`src/hdl/mmfc_pkg.sv`:
```
// Purpose: Shared constants and types of the multi-mode frequency counter.
// Assumes: 100 MHz mclk; registers reached over APB with 32-bit data.
// Notes: Every offset, field position, reset value and timing count lives here.
`default_nettype none

package mmfc_pkg;

	// ==========================================================
	// Register offsets (byte addresses)
	localparam logic [7:0] OFS_CTRL = 8'h00;
	localparam logic [7:0] OFS_CMD = 8'h04;
	localparam logic [7:0] OFS_GATE = 8'h08;
	localparam logic [7:0] OFS_SPAN = 8'h0c;
	localparam logic [7:0] OFS_RESULT = 8'h10;
	localparam logic [7:0] OFS_STATUS = 8'h14;

	// ==========================================================
	// Field positions
	localparam int CTRL_MODE_LSB = 0;
	localparam int CMD_CLR_BIT = 0;
	localparam int STAT_NEW_BIT = 0;
	localparam int STAT_APPROX_BIT = 1;
	localparam int STAT_DIR_BIT = 2;
	localparam int STAT_RANGE_BIT = 3;

	// ==========================================================
	// Counter modes
	typedef enum logic [2:0]
	{
		MD_OFF = 3'h0,
		MD_FREQ_GATE = 3'h1,
		MD_FREQ_CYC = 3'h2,
		MD_DUTY = 3'h3,
		MD_WIDTH = 3'h4,
		MD_PERIOD = 3'h5,
		MD_EVENT = 3'h6,
		MD_QUAD = 3'h7
	} mmfc_mode_t;

	// Divider sequencer states, Gray coded along idle, run, done.
	typedef enum logic [1:0]
	{
		DV_IDLE = 2'h0,
		DV_RUN = 2'h1,
		DV_DONE = 2'h3
	} mmfc_div_t;

	// ==========================================================
	// Reset values and limits
	localparam mmfc_mode_t MODE_RST = MD_OFF;
	localparam logic [31:0] GATE_RST = 32'h000186a0;
	localparam logic [31:0] SPAN_RST = 32'h00002710;
	localparam logic [31:0] APPROX_SPAN = 32'h0000ea60;
	localparam logic [31:0] EVENT_MAX = 32'h03d09000;
	localparam int MIN_FREQ_HZ = 48;

	// ==========================================================
	// Timing
	localparam int CLK_PERIOD_NS = 10;
	localparam int CLK_HZ = 1000000000 / CLK_PERIOD_NS;
	localparam int US_NS = 1000;
	localparam int US_CYC = (US_NS + CLK_PERIOD_NS - 1) / CLK_PERIOD_NS;
	localparam int LATENCY_MAX_MS = 43;
	localparam int LATENCY_MAX_CYC = (LATENCY_MAX_MS * 1000000) / CLK_PERIOD_NS;
	localparam logic [6:0] US_LAST = 7'(US_CYC - 1);

	// Arithmetic constants for the shared divider.
	localparam int DIV_STEPS = 48;
	localparam logic [5:0] DIV_LAST = 6'(DIV_STEPS - 1);
	localparam logic [47:0] US_PER_S = 48'h0000000f4240;
	localparam logic [47:0] CLK_HZ_W = 48'(CLK_HZ);
	localparam logic [47:0] PCT = 48'h000000000064;

endpackage

`default_nettype wire

```
`src/hdl/mmfc_edge_if.sv`:
```
// Purpose: Carries synchronised levels and edge pulses of the two channels.
// Assumes: One mclk domain on both ends.
// Notes: Index 0 is the counted channel, index 1 the direction channel.
`default_nettype none

interface mmfc_edge_if;
	logic [1:0] lvl;
	logic [1:0] rise;
	logic [1:0] fall;
	modport src (output lvl, output rise, output fall);
	modport dst (input lvl, input rise, input fall);
endinterface

`default_nettype wire

```
`src/hdl/mmfc_sync_edge.sv`:
```
// Purpose: Brings both threshold-crossing inputs into mclk and finds their edges.
// Assumes: Inputs are asynchronous comparator outputs.
// Notes: Edges appear two cycles after the pin changes.
`default_nettype none

module mmfc_sync_edge (
	// Clock and reset
	input wire logic mclk,
	input wire logic rst,
	// Asynchronous crossing inputs
	input wire logic [1:0] cross_in,
	// Synchronised events
	mmfc_edge_if.src ev
);

	logic [1:0] meta_r;
	logic [1:0] sync_r;
	logic [1:0] prev_r;

	// ==========================================================
	// Per-channel synchroniser and edge detector
	for (genvar i = 0; i < 2; i++)
	begin : g_ch
		// Two stages, then a history stage for edge detection.
		always_ff @(posedge mclk)
		begin
			if (rst)
			begin
				meta_r[i] <= 1'b0;
				sync_r[i] <= 1'b0;
				prev_r[i] <= 1'b0;
			end
			else
			begin
				meta_r[i] <= cross_in[i];
				sync_r[i] <= meta_r[i];
				prev_r[i] <= sync_r[i];
			end
		end

		// Only the second stage and its history are looked at.
		assign ev.lvl[i] = sync_r[i];
		assign ev.rise[i] = sync_r[i] & ~prev_r[i];
		assign ev.fall[i] = ~sync_r[i] & prev_r[i];
	end
endmodule

`default_nettype wire

```
`src/hdl/mmfc_top.sv`:
```
// Purpose: Multi-mode counter on a threshold-crossing channel, with an APB register file.
// Assumes: cross_in[0] counts, cross_in[1] gives quadrature direction; mclk at 100 MHz.
// Notes on behaviour
// Only transitions of the crossing input through the threshold are counted.
// Gated frequency counts rising edges over the gate, then publishes the average.
// Cycle frequency divides the clock rate by one period, updated each period.
// A cycle measurement never waits longer than 43 ms for its result.
// Duty mode reports high time as a percentage of the period.
// Pulse width mode reports microseconds the input stays high.
// Period mode reports microseconds between successive rising edges.
// Event mode counts rising edges since clearing, up to 64000000.
// A span above 60000 marks the event count approximate.
// Quadrature counts up or down by the direction channel's phase.
// Reselecting a mode or a reset command clears the count to zero.
// The crossing inputs pass a two-stage synchroniser before edge detection.
`default_nettype none

module mmfc_top #(
	parameter int unsigned LATENCY_MAX_CYC = mmfc_pkg::LATENCY_MAX_CYC
) (
	// Clock and reset
	input wire logic mclk,
	input wire logic rst,
	// APB slave
	input wire logic psel,
	input wire logic penable,
	input wire logic pwrite,
	input wire logic [7:0] paddr,
	input wire logic [31:0] pwdata,
	output logic [31:0] prdata,
	output logic pready,
	output logic pslverr,
	// Threshold crossing inputs
	input wire logic [1:0] cross_in
);

	// ==========================================================
	// Declarations
	mmfc_edge_if ev ();
	logic pready_r, pslverr_r;
	logic [31:0] prdata_r, rd_mux;
	logic xfer, wr, rd_setup, clr_req;
	mmfc_pkg::mmfc_mode_t mode_r;
	logic [31:0] gate_r, span_r, gate_eff;
	logic [6:0] us_cnt_r;
	logic us_tick;
	logic [31:0] gate_cnt_r, edge_cnt_r;
	logic gate_end;
	logic armed_r, timeout;
	logic [31:0] per_cyc_r, hi_cyc_r, per_us_r, hi_us_r;
	logic [31:0] evt_cnt_r, result_r;
	logic new_r, approx_r, dir_r, range_r;
	logic pub_direct, pub_range, div_go, evt_chg;
	logic [31:0] pub_val;
	logic [47:0] div_num;
	logic [31:0] div_den;
	mmfc_pkg::mmfc_div_t div_st;
	logic [47:0] num_sh_r;
	logic [31:0] den_r, rem_r, div_sat;
	logic [5:0] step_r;
	logic [32:0] rem_t;
	logic div_ge;
	logic rise, fall, lvl;

	// Legal register offsets.
	function automatic logic addr_ok(input logic [7:0] a);
		return (a == mmfc_pkg::OFS_CTRL) || (a == mmfc_pkg::OFS_CMD) || (a == mmfc_pkg::OFS_GATE) ||
			(a == mmfc_pkg::OFS_SPAN) || (a == mmfc_pkg::OFS_RESULT) || (a == mmfc_pkg::OFS_STATUS);
	endfunction

	// Input synchroniser and edge finder.
	mmfc_sync_edge u_sync (
		.mclk(mclk),
		.rst(rst),
		.cross_in(cross_in),
		.ev(ev)
	);

	// Counted channel events.
	assign rise = ev.rise[0];
	assign fall = ev.fall[0];
	assign lvl = ev.lvl[0];

	// ==========================================================
	// APB slave: one wait state, data loaded in the first access cycle
	assign xfer = psel & penable & pready_r;
	assign wr = xfer & pwrite;
	assign rd_setup = psel & penable & ~pready_r;
	assign clr_req = wr & ((paddr == mmfc_pkg::OFS_CTRL) ||
		((paddr == mmfc_pkg::OFS_CMD) && pwdata[mmfc_pkg::CMD_CLR_BIT]));

	// Read multiplexer.
	always_comb
	begin
		rd_mux = 32'h00000000;
		unique case (paddr)
			mmfc_pkg::OFS_CTRL: rd_mux = {29'h0, mode_r};
			mmfc_pkg::OFS_GATE: rd_mux = gate_r;
			mmfc_pkg::OFS_SPAN: rd_mux = span_r;
			mmfc_pkg::OFS_RESULT: rd_mux = ((mode_r == mmfc_pkg::MD_EVENT) || (mode_r == mmfc_pkg::MD_QUAD)) ?
				evt_cnt_r : result_r;
			mmfc_pkg::OFS_STATUS:
			begin
				rd_mux[mmfc_pkg::STAT_NEW_BIT] = new_r;
				rd_mux[mmfc_pkg::STAT_APPROX_BIT] = approx_r;
				rd_mux[mmfc_pkg::STAT_DIR_BIT] = dir_r;
				rd_mux[mmfc_pkg::STAT_RANGE_BIT] = range_r;
			end
			default: rd_mux = 32'h00000000;
		endcase
	end

	// Handshake, read data and error answer.
	always_ff @(posedge mclk)
	begin
		if (rst)
		begin
			pready_r <= 1'b0;
			pslverr_r <= 1'b0;
			prdata_r <= 32'h00000000;
		end
		else
		begin
			pready_r <= rd_setup;
			pslverr_r <= rd_setup & ~addr_ok(paddr);
			if (rd_setup)
			begin
				prdata_r <= pwrite ? 32'h00000000 : rd_mux;
			end
		end
	end

	assign pready = pready_r;
	assign pslverr = pslverr_r;
	assign prdata = prdata_r;

	// Configuration registers.
	always_ff @(posedge mclk)
	begin
		if (rst)
		begin
			mode_r <= mmfc_pkg::MODE_RST;
			gate_r <= mmfc_pkg::GATE_RST;
			span_r <= mmfc_pkg::SPAN_RST;
		end
		else if (wr)
		begin
			if (paddr == mmfc_pkg::OFS_CTRL)
				mode_r <= mmfc_pkg::mmfc_mode_t'(pwdata[mmfc_pkg::CTRL_MODE_LSB +: 3]);
			if (paddr == mmfc_pkg::OFS_GATE)
				gate_r <= pwdata;
			if (paddr == mmfc_pkg::OFS_SPAN)
				span_r <= pwdata;
		end
	end

	// Approximate marker follows the configured span.
	always_ff @(posedge mclk)
	begin
		if (rst)
			approx_r <= 1'b0;
		else
			approx_r <= (span_r > mmfc_pkg::APPROX_SPAN);
	end

	// ==========================================================
	// Microsecond tick divider
	always_ff @(posedge mclk)
	begin
		if (rst || us_tick)
			us_cnt_r <= 7'h00;
		else
			us_cnt_r <= us_cnt_r + 7'h01;
	end

	assign us_tick = (us_cnt_r == mmfc_pkg::US_LAST);

	// ==========================================================
	// Gated frequency: edges over a gate measured in microseconds
	assign gate_eff = (gate_r == 32'h00000000) ? 32'h00000001 : gate_r;
	assign gate_end = (mode_r == mmfc_pkg::MD_FREQ_GATE) && us_tick && (gate_cnt_r >= gate_eff - 32'h00000001);

	// Gate timer and edge tally restart at every gate end.
	always_ff @(posedge mclk)
	begin
		if (rst || clr_req || (mode_r != mmfc_pkg::MD_FREQ_GATE) || gate_end)
		begin
			gate_cnt_r <= 32'h00000000;
			edge_cnt_r <= 32'h00000000;
		end
		else
		begin
			gate_cnt_r <= gate_cnt_r + {31'h0, us_tick};
			edge_cnt_r <= edge_cnt_r + {31'h0, rise};
		end
	end

	// ==========================================================
	// Period and high-time counters, restarted at each rising edge
	assign timeout = armed_r && (per_cyc_r >= LATENCY_MAX_CYC) &&
		((mode_r == mmfc_pkg::MD_FREQ_CYC) || (mode_r == mmfc_pkg::MD_DUTY));

	always_ff @(posedge mclk)
	begin
		if (rst || clr_req)
		begin
			armed_r <= 1'b0;
			per_cyc_r <= 32'h00000000;
			hi_cyc_r <= 32'h00000000;
			per_us_r <= 32'h00000000;
			hi_us_r <= 32'h00000000;
		end
		else if (rise)
		begin
			armed_r <= 1'b1;
			per_cyc_r <= 32'h00000001;
			hi_cyc_r <= 32'h00000001;
			per_us_r <= 32'h00000000;
			hi_us_r <= 32'h00000000;
		end
		else if (timeout)
			armed_r <= 1'b0;
		else
		begin
			per_cyc_r <= per_cyc_r + {31'h0, (per_cyc_r != 32'hffffffff)};
			hi_cyc_r <= hi_cyc_r + {31'h0, lvl && (hi_cyc_r != 32'hffffffff)};
			per_us_r <= per_us_r + {31'h0, us_tick};
			hi_us_r <= hi_us_r + {31'h0, us_tick && lvl};
		end
	end

	// ==========================================================
	// Result selection per mode
	always_comb
	begin
		pub_direct = 1'b0;
		pub_range = 1'b0;
		pub_val = 32'h00000000;
		div_go = 1'b0;
		div_num = 48'h0;
		div_den = 32'h00000001;
		if (timeout)
		begin
			pub_direct = 1'b1;
			pub_range = 1'b1;
		end
		else
		begin
			unique case (mode_r)
				mmfc_pkg::MD_FREQ_GATE:
				begin
					div_go = gate_end;
					div_num = 48'(edge_cnt_r + {31'h0, rise}) * mmfc_pkg::US_PER_S;
					div_den = gate_eff;
				end
				mmfc_pkg::MD_FREQ_CYC:
				begin
					div_go = rise && armed_r;
					div_num = mmfc_pkg::CLK_HZ_W;
					div_den = per_cyc_r;
				end
				mmfc_pkg::MD_DUTY:
				begin
					div_go = rise && armed_r;
					div_num = 48'(hi_cyc_r) * mmfc_pkg::PCT;
					div_den = per_cyc_r;
				end
				mmfc_pkg::MD_WIDTH:
				begin
					pub_direct = fall && armed_r;
					pub_val = hi_us_r;
				end
				mmfc_pkg::MD_PERIOD:
				begin
					pub_direct = rise && armed_r;
					pub_val = per_us_r;
				end
				mmfc_pkg::MD_OFF, mmfc_pkg::MD_EVENT, mmfc_pkg::MD_QUAD:
				begin
					pub_direct = 1'b0;
				end
			endcase
		end
	end

	// ==========================================================
	// Shared restoring divider, one quotient bit per cycle
	assign rem_t = {rem_r, num_sh_r[47]};
	assign div_ge = (rem_t >= {1'b0, den_r});
	assign div_sat = (|num_sh_r[47:32]) ? 32'hffffffff : num_sh_r[31:0];

	// A request that meets a busy divider is dropped; the next period brings another.
	always_ff @(posedge mclk)
	begin
		if (rst || clr_req)
		begin
			div_st <= mmfc_pkg::DV_IDLE;
			num_sh_r <= 48'h0;
			den_r <= 32'h00000001;
			rem_r <= 32'h00000000;
			step_r <= 6'h00;
		end
		else
		begin
			unique case (div_st)
				mmfc_pkg::DV_IDLE:
				begin
					if (div_go)
					begin
						div_st <= mmfc_pkg::DV_RUN;
						num_sh_r <= div_num;
						den_r <= div_den;
						rem_r <= 32'h00000000;
						step_r <= 6'h00;
					end
				end
				mmfc_pkg::DV_RUN:
				begin
					rem_r <= div_ge ? 32'(rem_t - {1'b0, den_r}) : rem_t[31:0];
					num_sh_r <= {num_sh_r[46:0], div_ge};
					step_r <= step_r + 6'h01;
					if (step_r == mmfc_pkg::DIV_LAST)
						div_st <= mmfc_pkg::DV_DONE;
				end
				mmfc_pkg::DV_DONE:
				begin
					div_st <= mmfc_pkg::DV_IDLE;
				end
				default: div_st <= mmfc_pkg::DV_IDLE;
			endcase
		end
	end

	// ==========================================================
	// Event and quadrature accumulator
	assign evt_chg = rise && !clr_req && ((mode_r == mmfc_pkg::MD_QUAD) ||
		((mode_r == mmfc_pkg::MD_EVENT) && (evt_cnt_r < mmfc_pkg::EVENT_MAX)));

	always_ff @(posedge mclk)
	begin
		if (rst || clr_req)
		begin
			evt_cnt_r <= 32'h00000000;
			dir_r <= 1'b0;
		end
		else if (evt_chg && (mode_r == mmfc_pkg::MD_QUAD))
		begin
			dir_r <= ~ev.lvl[1];
			evt_cnt_r <= ev.lvl[1] ? evt_cnt_r - 32'h00000001 : evt_cnt_r + 32'h00000001;
		end
		else if (evt_chg)
			evt_cnt_r <= evt_cnt_r + 32'h00000001;
	end

	// ==========================================================
	// Published result and its flags; a new result wins over a clearing read
	always_ff @(posedge mclk)
	begin
		if (rst || clr_req)
		begin
			result_r <= 32'h00000000;
			range_r <= 1'b0;
		end
		else if (pub_direct)
		begin
			result_r <= pub_val;
			range_r <= pub_range;
		end
		else if (div_st == mmfc_pkg::DV_DONE)
		begin
			result_r <= div_sat;
			range_r <= 1'b0;
		end
	end

	// New-result flag, cleared by reading the result register.
	always_ff @(posedge mclk)
	begin
		if (rst)
			new_r <= 1'b0;
		else if (pub_direct || evt_chg || (div_st == mmfc_pkg::DV_DONE))
			new_r <= 1'b1;
		else if (xfer && !pwrite && (paddr == mmfc_pkg::OFS_RESULT))
			new_r <= 1'b0;
	end
endmodule

`default_nettype wire

```
`config.mk`:
```
export PLATFORM = sky130hd
export DESIGN_NAME = mmfc_top
export DESIGN_NICKNAME = d
export VERILOG_FILES = /design/src/hdl/mmfc_pkg.sv /design/src/hdl/mmfc_edge_if.sv /design/src/hdl/mmfc_sync_edge.sv /design/src/hdl/mmfc_top.sv
export SDC_FILE = /design/constraint.sdc
export NUM_CORES = 2
export LEC_CHECK = 0
export CELL_PAD_IN_SITES_DETAIL_PLACEMENT = 1
export CELL_PAD_IN_SITES_GLOBAL_PLACEMENT = 2
export CORE_MARGIN = 2
export CORE_UTILIZATION = 36
export CTS_CLUSTER_DIAMETER = 40
export DETAILED_ROUTE_END_ITERATION = 10
export DONT_BUFFER_PORTS = 1
export PLACE_DENSITY = 0.84
export SLEW_MARGIN = 10
export SYNTH_ARGS = -nofsm -noshare
export SYNTH_HDL_FRONTEND = slang
export SYNTH_SLANG_ARGS = --single-unit
```
`constraint.sdc`:
```
create_clock -name mclk -period 7.1 [get_ports mclk]
set_input_delay 0.355 -clock mclk [delete_from_list [all_inputs] [get_ports mclk]]
set_output_delay 0.355 -clock mclk [all_outputs]
set_load 0.005 [all_outputs]
```
=== Word level (Yosys, flattened, before mapping) ===
Cells that the tools add are included.

* Reduce and logical (&&, ||, !) cells: 49
* Multiplexer cells: 42
* Multipliers: 2
* Add/sub/neg operators: 13
* Divide/modulo/power cells: 0
* Shifts and indexed selects: 0
* $lt $le $gt $ge: 5
* Bitwise logic cells: 13
* Eq/ne operators: 22

{| class="wikitable"
|+ Operators with widths
! kind !! number
|-
| $mux 32 || 13
|-
| $add 32x1->32 || 6
|-
| $pmux 32 s2 || 3
|-
| $pmux 48 s3 || 1
|-
| $mux 48 || 2
|-
| $pmux 48 s2 || 1
|-
| $pmux 28 s3 || 1
|-
| $ne 32x32->1 const B || 2
|-
| $sub 32x1->32 const B || 2
|-
| $mul 33x14->42 const B || 1
|-
| $mul 32x5->37 const B || 1
|-
| $add 32x1->33 || 1
|-
| $ge 33x32->1 || 1
|-
| $add 32x1->32 const B || 1
|-
| $ge 32x23->1 const B || 1
|-
| $ge 32x32->1 || 1
|-
| $gt 32x16->1 const B || 1
|-
| $logic_not 32->1 || 1
|-
| $lt 32x26->1 const B || 1
|-
| $sub 32x32->32 || 1
|-
| $pmux 4 s5 || 1
|-
| $eq 8x4->1 const B || 2
|-
| $eq 8x5->1 const B || 2
|-
| $reduce_or 16->1 || 1
|-
| other kinds (29) || 98
|}

* Memory bits (read-only): 0
* Logic and storage cells: 178
* Output and inout bits: 34
* RAM bits: 0
* Bits in latches: 0
* Memories: 0
* Flip-flop bits (word level): 494
* Input port bits: 47

=== Depth between registers and ports, before layout ===
* Depth after elaboration: 10
* Mapped depth: 35

=== Cells and area by module ===
Synthesis repeated with hierarchy kept, for this count alone.

* Cells, all modules: 4417
* Area, all modules: 35567.9 um2

{| class="wikitable"
|+ Modules (own cells, without submodules)
! module !! times used !! area an instance (um2) !! seq. area each (um2) !! cells an instance
|-
| mmfc_top || 1 || 35385.2 || 9789.4 || 4401
|-
| mmfc_sync_edge || 1 || 182.7 || 120.1 || 16
|}

=== Least setup slack after synthesis ===
Ideal clock, no wire load.

* Kind: reg2reg
* Start point: register u_sync.prev_r[0]
* End point: register num_sh_r[39]
* Data arrival time: 7448 ps
* Required time: 6967 ps
* Stages on the path, launching flop included: 33
* Clock period less this slack: 7580 ps
* Library setup time: 133 ps
* Buffers on the path: 1
* Path slack: -480 ps
* Cell sequence: dfxtp_1 -> nand2b_1 -> clkbuf_1 -> inv_1 -> ha_1 -> ha_1 -> nand3_1 -> nor4_1 -> nand3_1 -> xnor2_1 -> clkinv_1 -> fa_1 -> inv_1 -> fa_1 -> fa_1 -> inv_1 -> fa_1 -> inv_1 -> ha_1 -> inv_1 -> fa_1 -> inv_1 -> ha_1 -> a21oi_1 -> nor2b_1 -> o21ai_0 -> nand2b_1 -> nor2_1 -> a211oi_1 -> o21a_1 -> or3_1 -> a32oi_1 -> a21oi_1

* Longest elaborated chain between the ends: 8

{| class="wikitable"
|+ Ends and longest elaborated chain
! element !! RTL line !! text
|-
| start: declaration || mmfc_sync_edge.sv:18 || <nowiki>logic [1:0] prev_r;</nowiki>
|-
| start signal: indexed assignment || mmfc_sync_edge.sv:37 || <nowiki>prev_r[i] <= sync_r[i];</nowiki>
|-
| $not 1->1 (*) || mmfc_sync_edge.sv:43 || <nowiki>assign ev.rise[i] = sync_r[i] & ~prev_r[i];</nowiki>
|-
| $and 1x1->1 (*) || mmfc_sync_edge.sv:43 ||
|-
| net ev.rise[0] || mmfc_edge_if.sv:8 || <nowiki>logic [1:0] rise;</nowiki>
|-
| $add 32x1->33 || mmfc_top.sv:253 || <nowiki>div_num = 48'(edge_cnt_r + {31'h0, rise}) * mmfc_pkg::US_PER_S;</nowiki>
|-
| $mul 33x14->42 || mmfc_top.sv:253 ||
|-
| $pmux 48 s3 || mmfc_top.sv:249 || <nowiki>unique case (mode_r)</nowiki>
|-
| $mux 48 || mmfc_top.sv:242 || <nowiki>if (timeout)</nowiki>
|-
| $mux 48 || mmfc_top.sv:308 || <nowiki>if (div_go)</nowiki>
|-
| $pmux 48 s2 || mmfc_top.sv:305 || <nowiki>unique case (div_st)</nowiki>
|-
| end signal: assignment || mmfc_top.sv:311 || <nowiki>num_sh_r <= div_num;</nowiki>
|-
| end signal: assignment || mmfc_top.sv:320 || <nowiki>num_sh_r <= {num_sh_r[46:0], div_ge};</nowiki>
|-
| end: declaration || mmfc_top.sv:58 || <nowiki>logic [47:0] num_sh_r;</nowiki>
|}

The timed path passes the listed nets; every way through them passes the cells marked *. The select of a mux whose other input is x is not followed.
A chain may end at the register's enable or synchronous reset.

=== Worst setup path after layout ===
* Start point: register u_sync.prev_r[0]
* End point: register num_sh_r[46]

The elaborated chain is that of the path after synthesis.

==> summary.md <==
## Timing
• 1.18 ns — worst slew pin tran
• 0.209 — relative slew slack
• 0 — endpoints failing setup
• 0.981 — period utilisation layout
• yes — setup repair after global routing missed its margin
• 0.132 ns — Setup WS post-layout
• 0 — max-slew violation total from the final report
• 0 — number of hold violations in the final report
• 0.0477 ns — final clock skew
• 6.97 ns — time the worst path needs with I/O delays and setup
• 144 MHz — Max Fclk

## Synth
• 0.0353 mm^2 — cell area after synthesis
• 0 — EDFF count, synth
• 82 — number of library cell types mapped by synthesis
• 8.01 um^2 — Post-Syn Area per Cell
• sky130_fd_sc_hd__dfxtp_1 — library cell occupying the most area in the post-synthesis netlist
• 0 — async set or reset register ratio after synthesis
• 0 — number of warning messages in the yosys log
• sky130_fd_sc_hd__dfxtp_1, sky130_fd_sc_hd__ha_1, sky130_fd_sc_hd__fa_1, sky130_fd_sc_hd__nand2_1, sky130_fd_sc_hd__nor2_1 — Area contributors post-synth
• 4,922 — net count of the mapped netlist
• 494 — post-synthesis sequential element count
• 0.280 — Synth top area share
• 4,407 — Cells after Synth
• sky130_fd_sc_hd__dfxtp_1 — predominant post-synthesis flop cell
• 0.280 — part of the Yosys area used for sequential elements

## Routing
• 5.42 — Vias/cell
• 20.1 um — mean routed wirelength per cell
• 5 — number of iterations in the first detailed-routing pass
• 0 — Post-DRT Antenna Nets
• 119 mm — sum of routed wire length over all layers
• 0 — remaining routing DRC violations
• 32.1k — number of vias in the routed layout
• 1,932 — initial DRC count

## Floorplanning
• 114 — number of rows in the core area
• 81 — number of placed I/O pins
• 317 um — chip height
• 0.364 — effective utilization at floorplan
• 0.101 mm^2 — Total Die Area
• 0.0970 mm^2 — core area
• 317 um — Die X-Extent

## Setup path
• 7.65 ns — required arrival time at the worst endpoint
• 7.51 ns — data arrival time of the worst path
• 0.57 ns — largest incremental delay on the critical path
• flop — element type at the critical path start
• reg -> reg — Setup Crit Path Kind
• sky130_fd_sc_hd__fa_1 — Slowest cell on crit path
• sky130_fd_sc_hd__fa_1 — cell repeated most along the worst path
• 6 — maximum fanout count along the critical path
• flop — type of element capturing the critical path

## Place
• -0.295 ns — Placement Setup Slack
• 5,668 — placed instance count
• 0.872 — routability-driven placement congestion ratio
• 0 — port buffer count
• 88.4 mm — DP HPWL
• 0.0378 mm^2 — dpl cell area

## GRT
• 33.2k — vias in the first global route
• 188 mm — wire length of the first global-routing pass
• 2 — antenna violations before repair
• 127 — pin count of the biggest net entering global routing
• 0.235 — overall routing resource usage
• 0 — total gr overflow

## Clocking
• 0.05 ns — Reg clk slew, reported paths
• 494 — number of clock sinks
• done — clock tree from TritonCTS
• sky130_fd_sc_hd__clkbuf_16 — clock root cell
• 3 — count of H-tree levels built during CTS
• 97 — Num CTS Buffers
• 0.68 ns — Clk Latency, worst-skew pair
• 3 — number of buffers between clock root and the deepest sink

## Power
• 7.91 mW — total power draw
• 1.77 mW — switching power total
• 0.209 mV — worst voltage drop across the vdd grid
• 0.224 — sw frac
• 185 mW/mm^2 — power density normalized to cell area
• 0.352 — fraction of power consumed by sequential logic
• 0.632 — clock network fraction of total power
• 18.4 nW — leakage component of the power
• 6.15 mW — internal power component
• 0.015 — combinational power share

## Cells and area
• num_sh_r — largest register by flop count
• 11.5k — filler instances
• 21.3% — synth-to-layout area growth
• 0.0428 mm^2 — area of all placed cells without fillers
• sky130_fd_sc_hd__dfxtp_1, sky130_fd_sc_hd__nand2_1, sky130_fd_sc_hd__nor2_1 — leading cell types in the layout, fill and taps excluded
• 0.126 — share of layout cells above drive strength 1
• 5,925 — Post-Layout Cell Count
• 48 — number of flip-flops in the largest register
• sky130_fd_sc_hd__dfxtp_1 — commonest non-fill, non-tap cell in the layout
• 0.442 — final core area utilization
• 5,078 — net count reported at finish

## Status
• finished, final reports clean — outcome

## Flow run
• 0 — maximum capacitance violations

## Hold path
• in -> reg — min-delay worst type

-- worst paths after layout --
check / slack, ns / cells past startpoint / to / start
setup / recovery: 0.13 / 29 / num_sh_r[46] / u_sync.prev_r[0]
hold / removal: 0.05 / 3 / prdata[29] / paddr[2]
setup reg to reg: 0.13 / 29 / num_sh_r[46] / u_sync.prev_r[0]
hold reg to reg: 0.44 / 1 / us_cnt_r[0] / us_cnt_r[0]
-- cell usage after synthesis, types with 32 or more instances --
cell                         n
sky130_fd_sc_hd__a21o_1     48
sky130_fd_sc_hd__fa_1      152
sky130_fd_sc_hd__inv_1     454
sky130_fd_sc_hd__xor2_1    165
sky130_fd_sc_hd__nor3_1    112
sky130_fd_sc_hd__a22oi_1    42
sky130_fd_sc_hd__nor2_1    457
sky130_fd_sc_hd__nand4_1    53
sky130_fd_sc_hd__ha_1      316
sky130_fd_sc_hd__clkbuf_1  183
sky130_fd_sc_hd__o21ai_0   239
sky130_fd_sc_hd__xnor2_1   161
sky130_fd_sc_hd__a211oi_1   66
sky130_fd_sc_hd__a21oi_1   285
sky130_fd_sc_hd__dfxtp_1   494
sky130_fd_sc_hd__and3_1     63
sky130_fd_sc_hd__or3_1      32
sky130_fd_sc_hd__a221oi_1   81
sky130_fd_sc_hd__a31oi_1    40
sky130_fd_sc_hd__nand2_1   470
sky130_fd_sc_hd__nand3_1   111
-- cell families after synthesis --
kind of cell               Yosys count  share of synthesized area
DFF                                494                      0.280
muxes                               20                    0.00567
adders and majority gates          468                      0.198
buffers and inverters              670                     0.0717
and+or+nand+nor                   1481                      0.193
xor gates and xnor gates           326                     0.0809
AOI/OAI and AO/OA                  948                      0.170
-- critical path: cells and delay by family, from the launching register on --
family                   cells  cell delay (ns)
AND/OR/NAND/NOR              6             1.10
adder cells (fa/ha/maj)      8             3.09
flip-flops                   1             0.32
buffers and inverters        6             0.84
XOR/XNOR                     2             0.38
AO/OA/AOI/OAI                7             1.09
-- area by class of cell --
type	count	area (um^2)	area share
inverter	455	1720	0.0401
clock buffer	117	2660	0.0620
sequential	494	9890	0.231
timing repair buffer	272	2240	0.0522
clock inverter	65	905	0.0211
tap	1276	1600	0.0373
multi-input combinational	3243	23800	0.556
antenna	3	7.51	0.000175
-- metrics by stage --
step           setup TNS [ns]  hold slack (ns)
6_report                    0           0.0461
5_1_grt                 -1.34           0.0442
4_1_cts              -0.00889          0.00430
3_5_place_dp            -1.93            0.439
3_3_place_gp           -0.346            0.426
2_1_floorplan               0            0.413
-- layer usage --
layer	track usage	part of all wire	up-vias
li1	-	-	15400
met1	0.322	0.46	15900
met2	0.380	0.46	597
met3	0.0410	0.048	166
met4	0.0619	0.025	2
met5	0	0.00013	-
-- power by group through the flow --
stage	combinational [mW]	sequential, mW	clock [mW]
floorplan	0.0650	2.84	0
global placement	0.0807	2.84	0
detailed placement	0.0814	2.84	0
CTS	0.120	2.79	5.10
global route	0.130	2.79	5.22
finish	0.121	2.79	5.01
-- what timing repair did --
item | 4_1_cts | 5_1_grt
resized for setup | 30 | 141
gates cloned | 0 | 0
pin swaps | 15 | 101
buffers inserted | 6 | 30
endpoints found under the hold margin | 108 | 0
endpoints found under the setup margin | 13 | 17
hold buffers | 38 | 0
No activity file was read; power rests on OpenSTA's default activity.
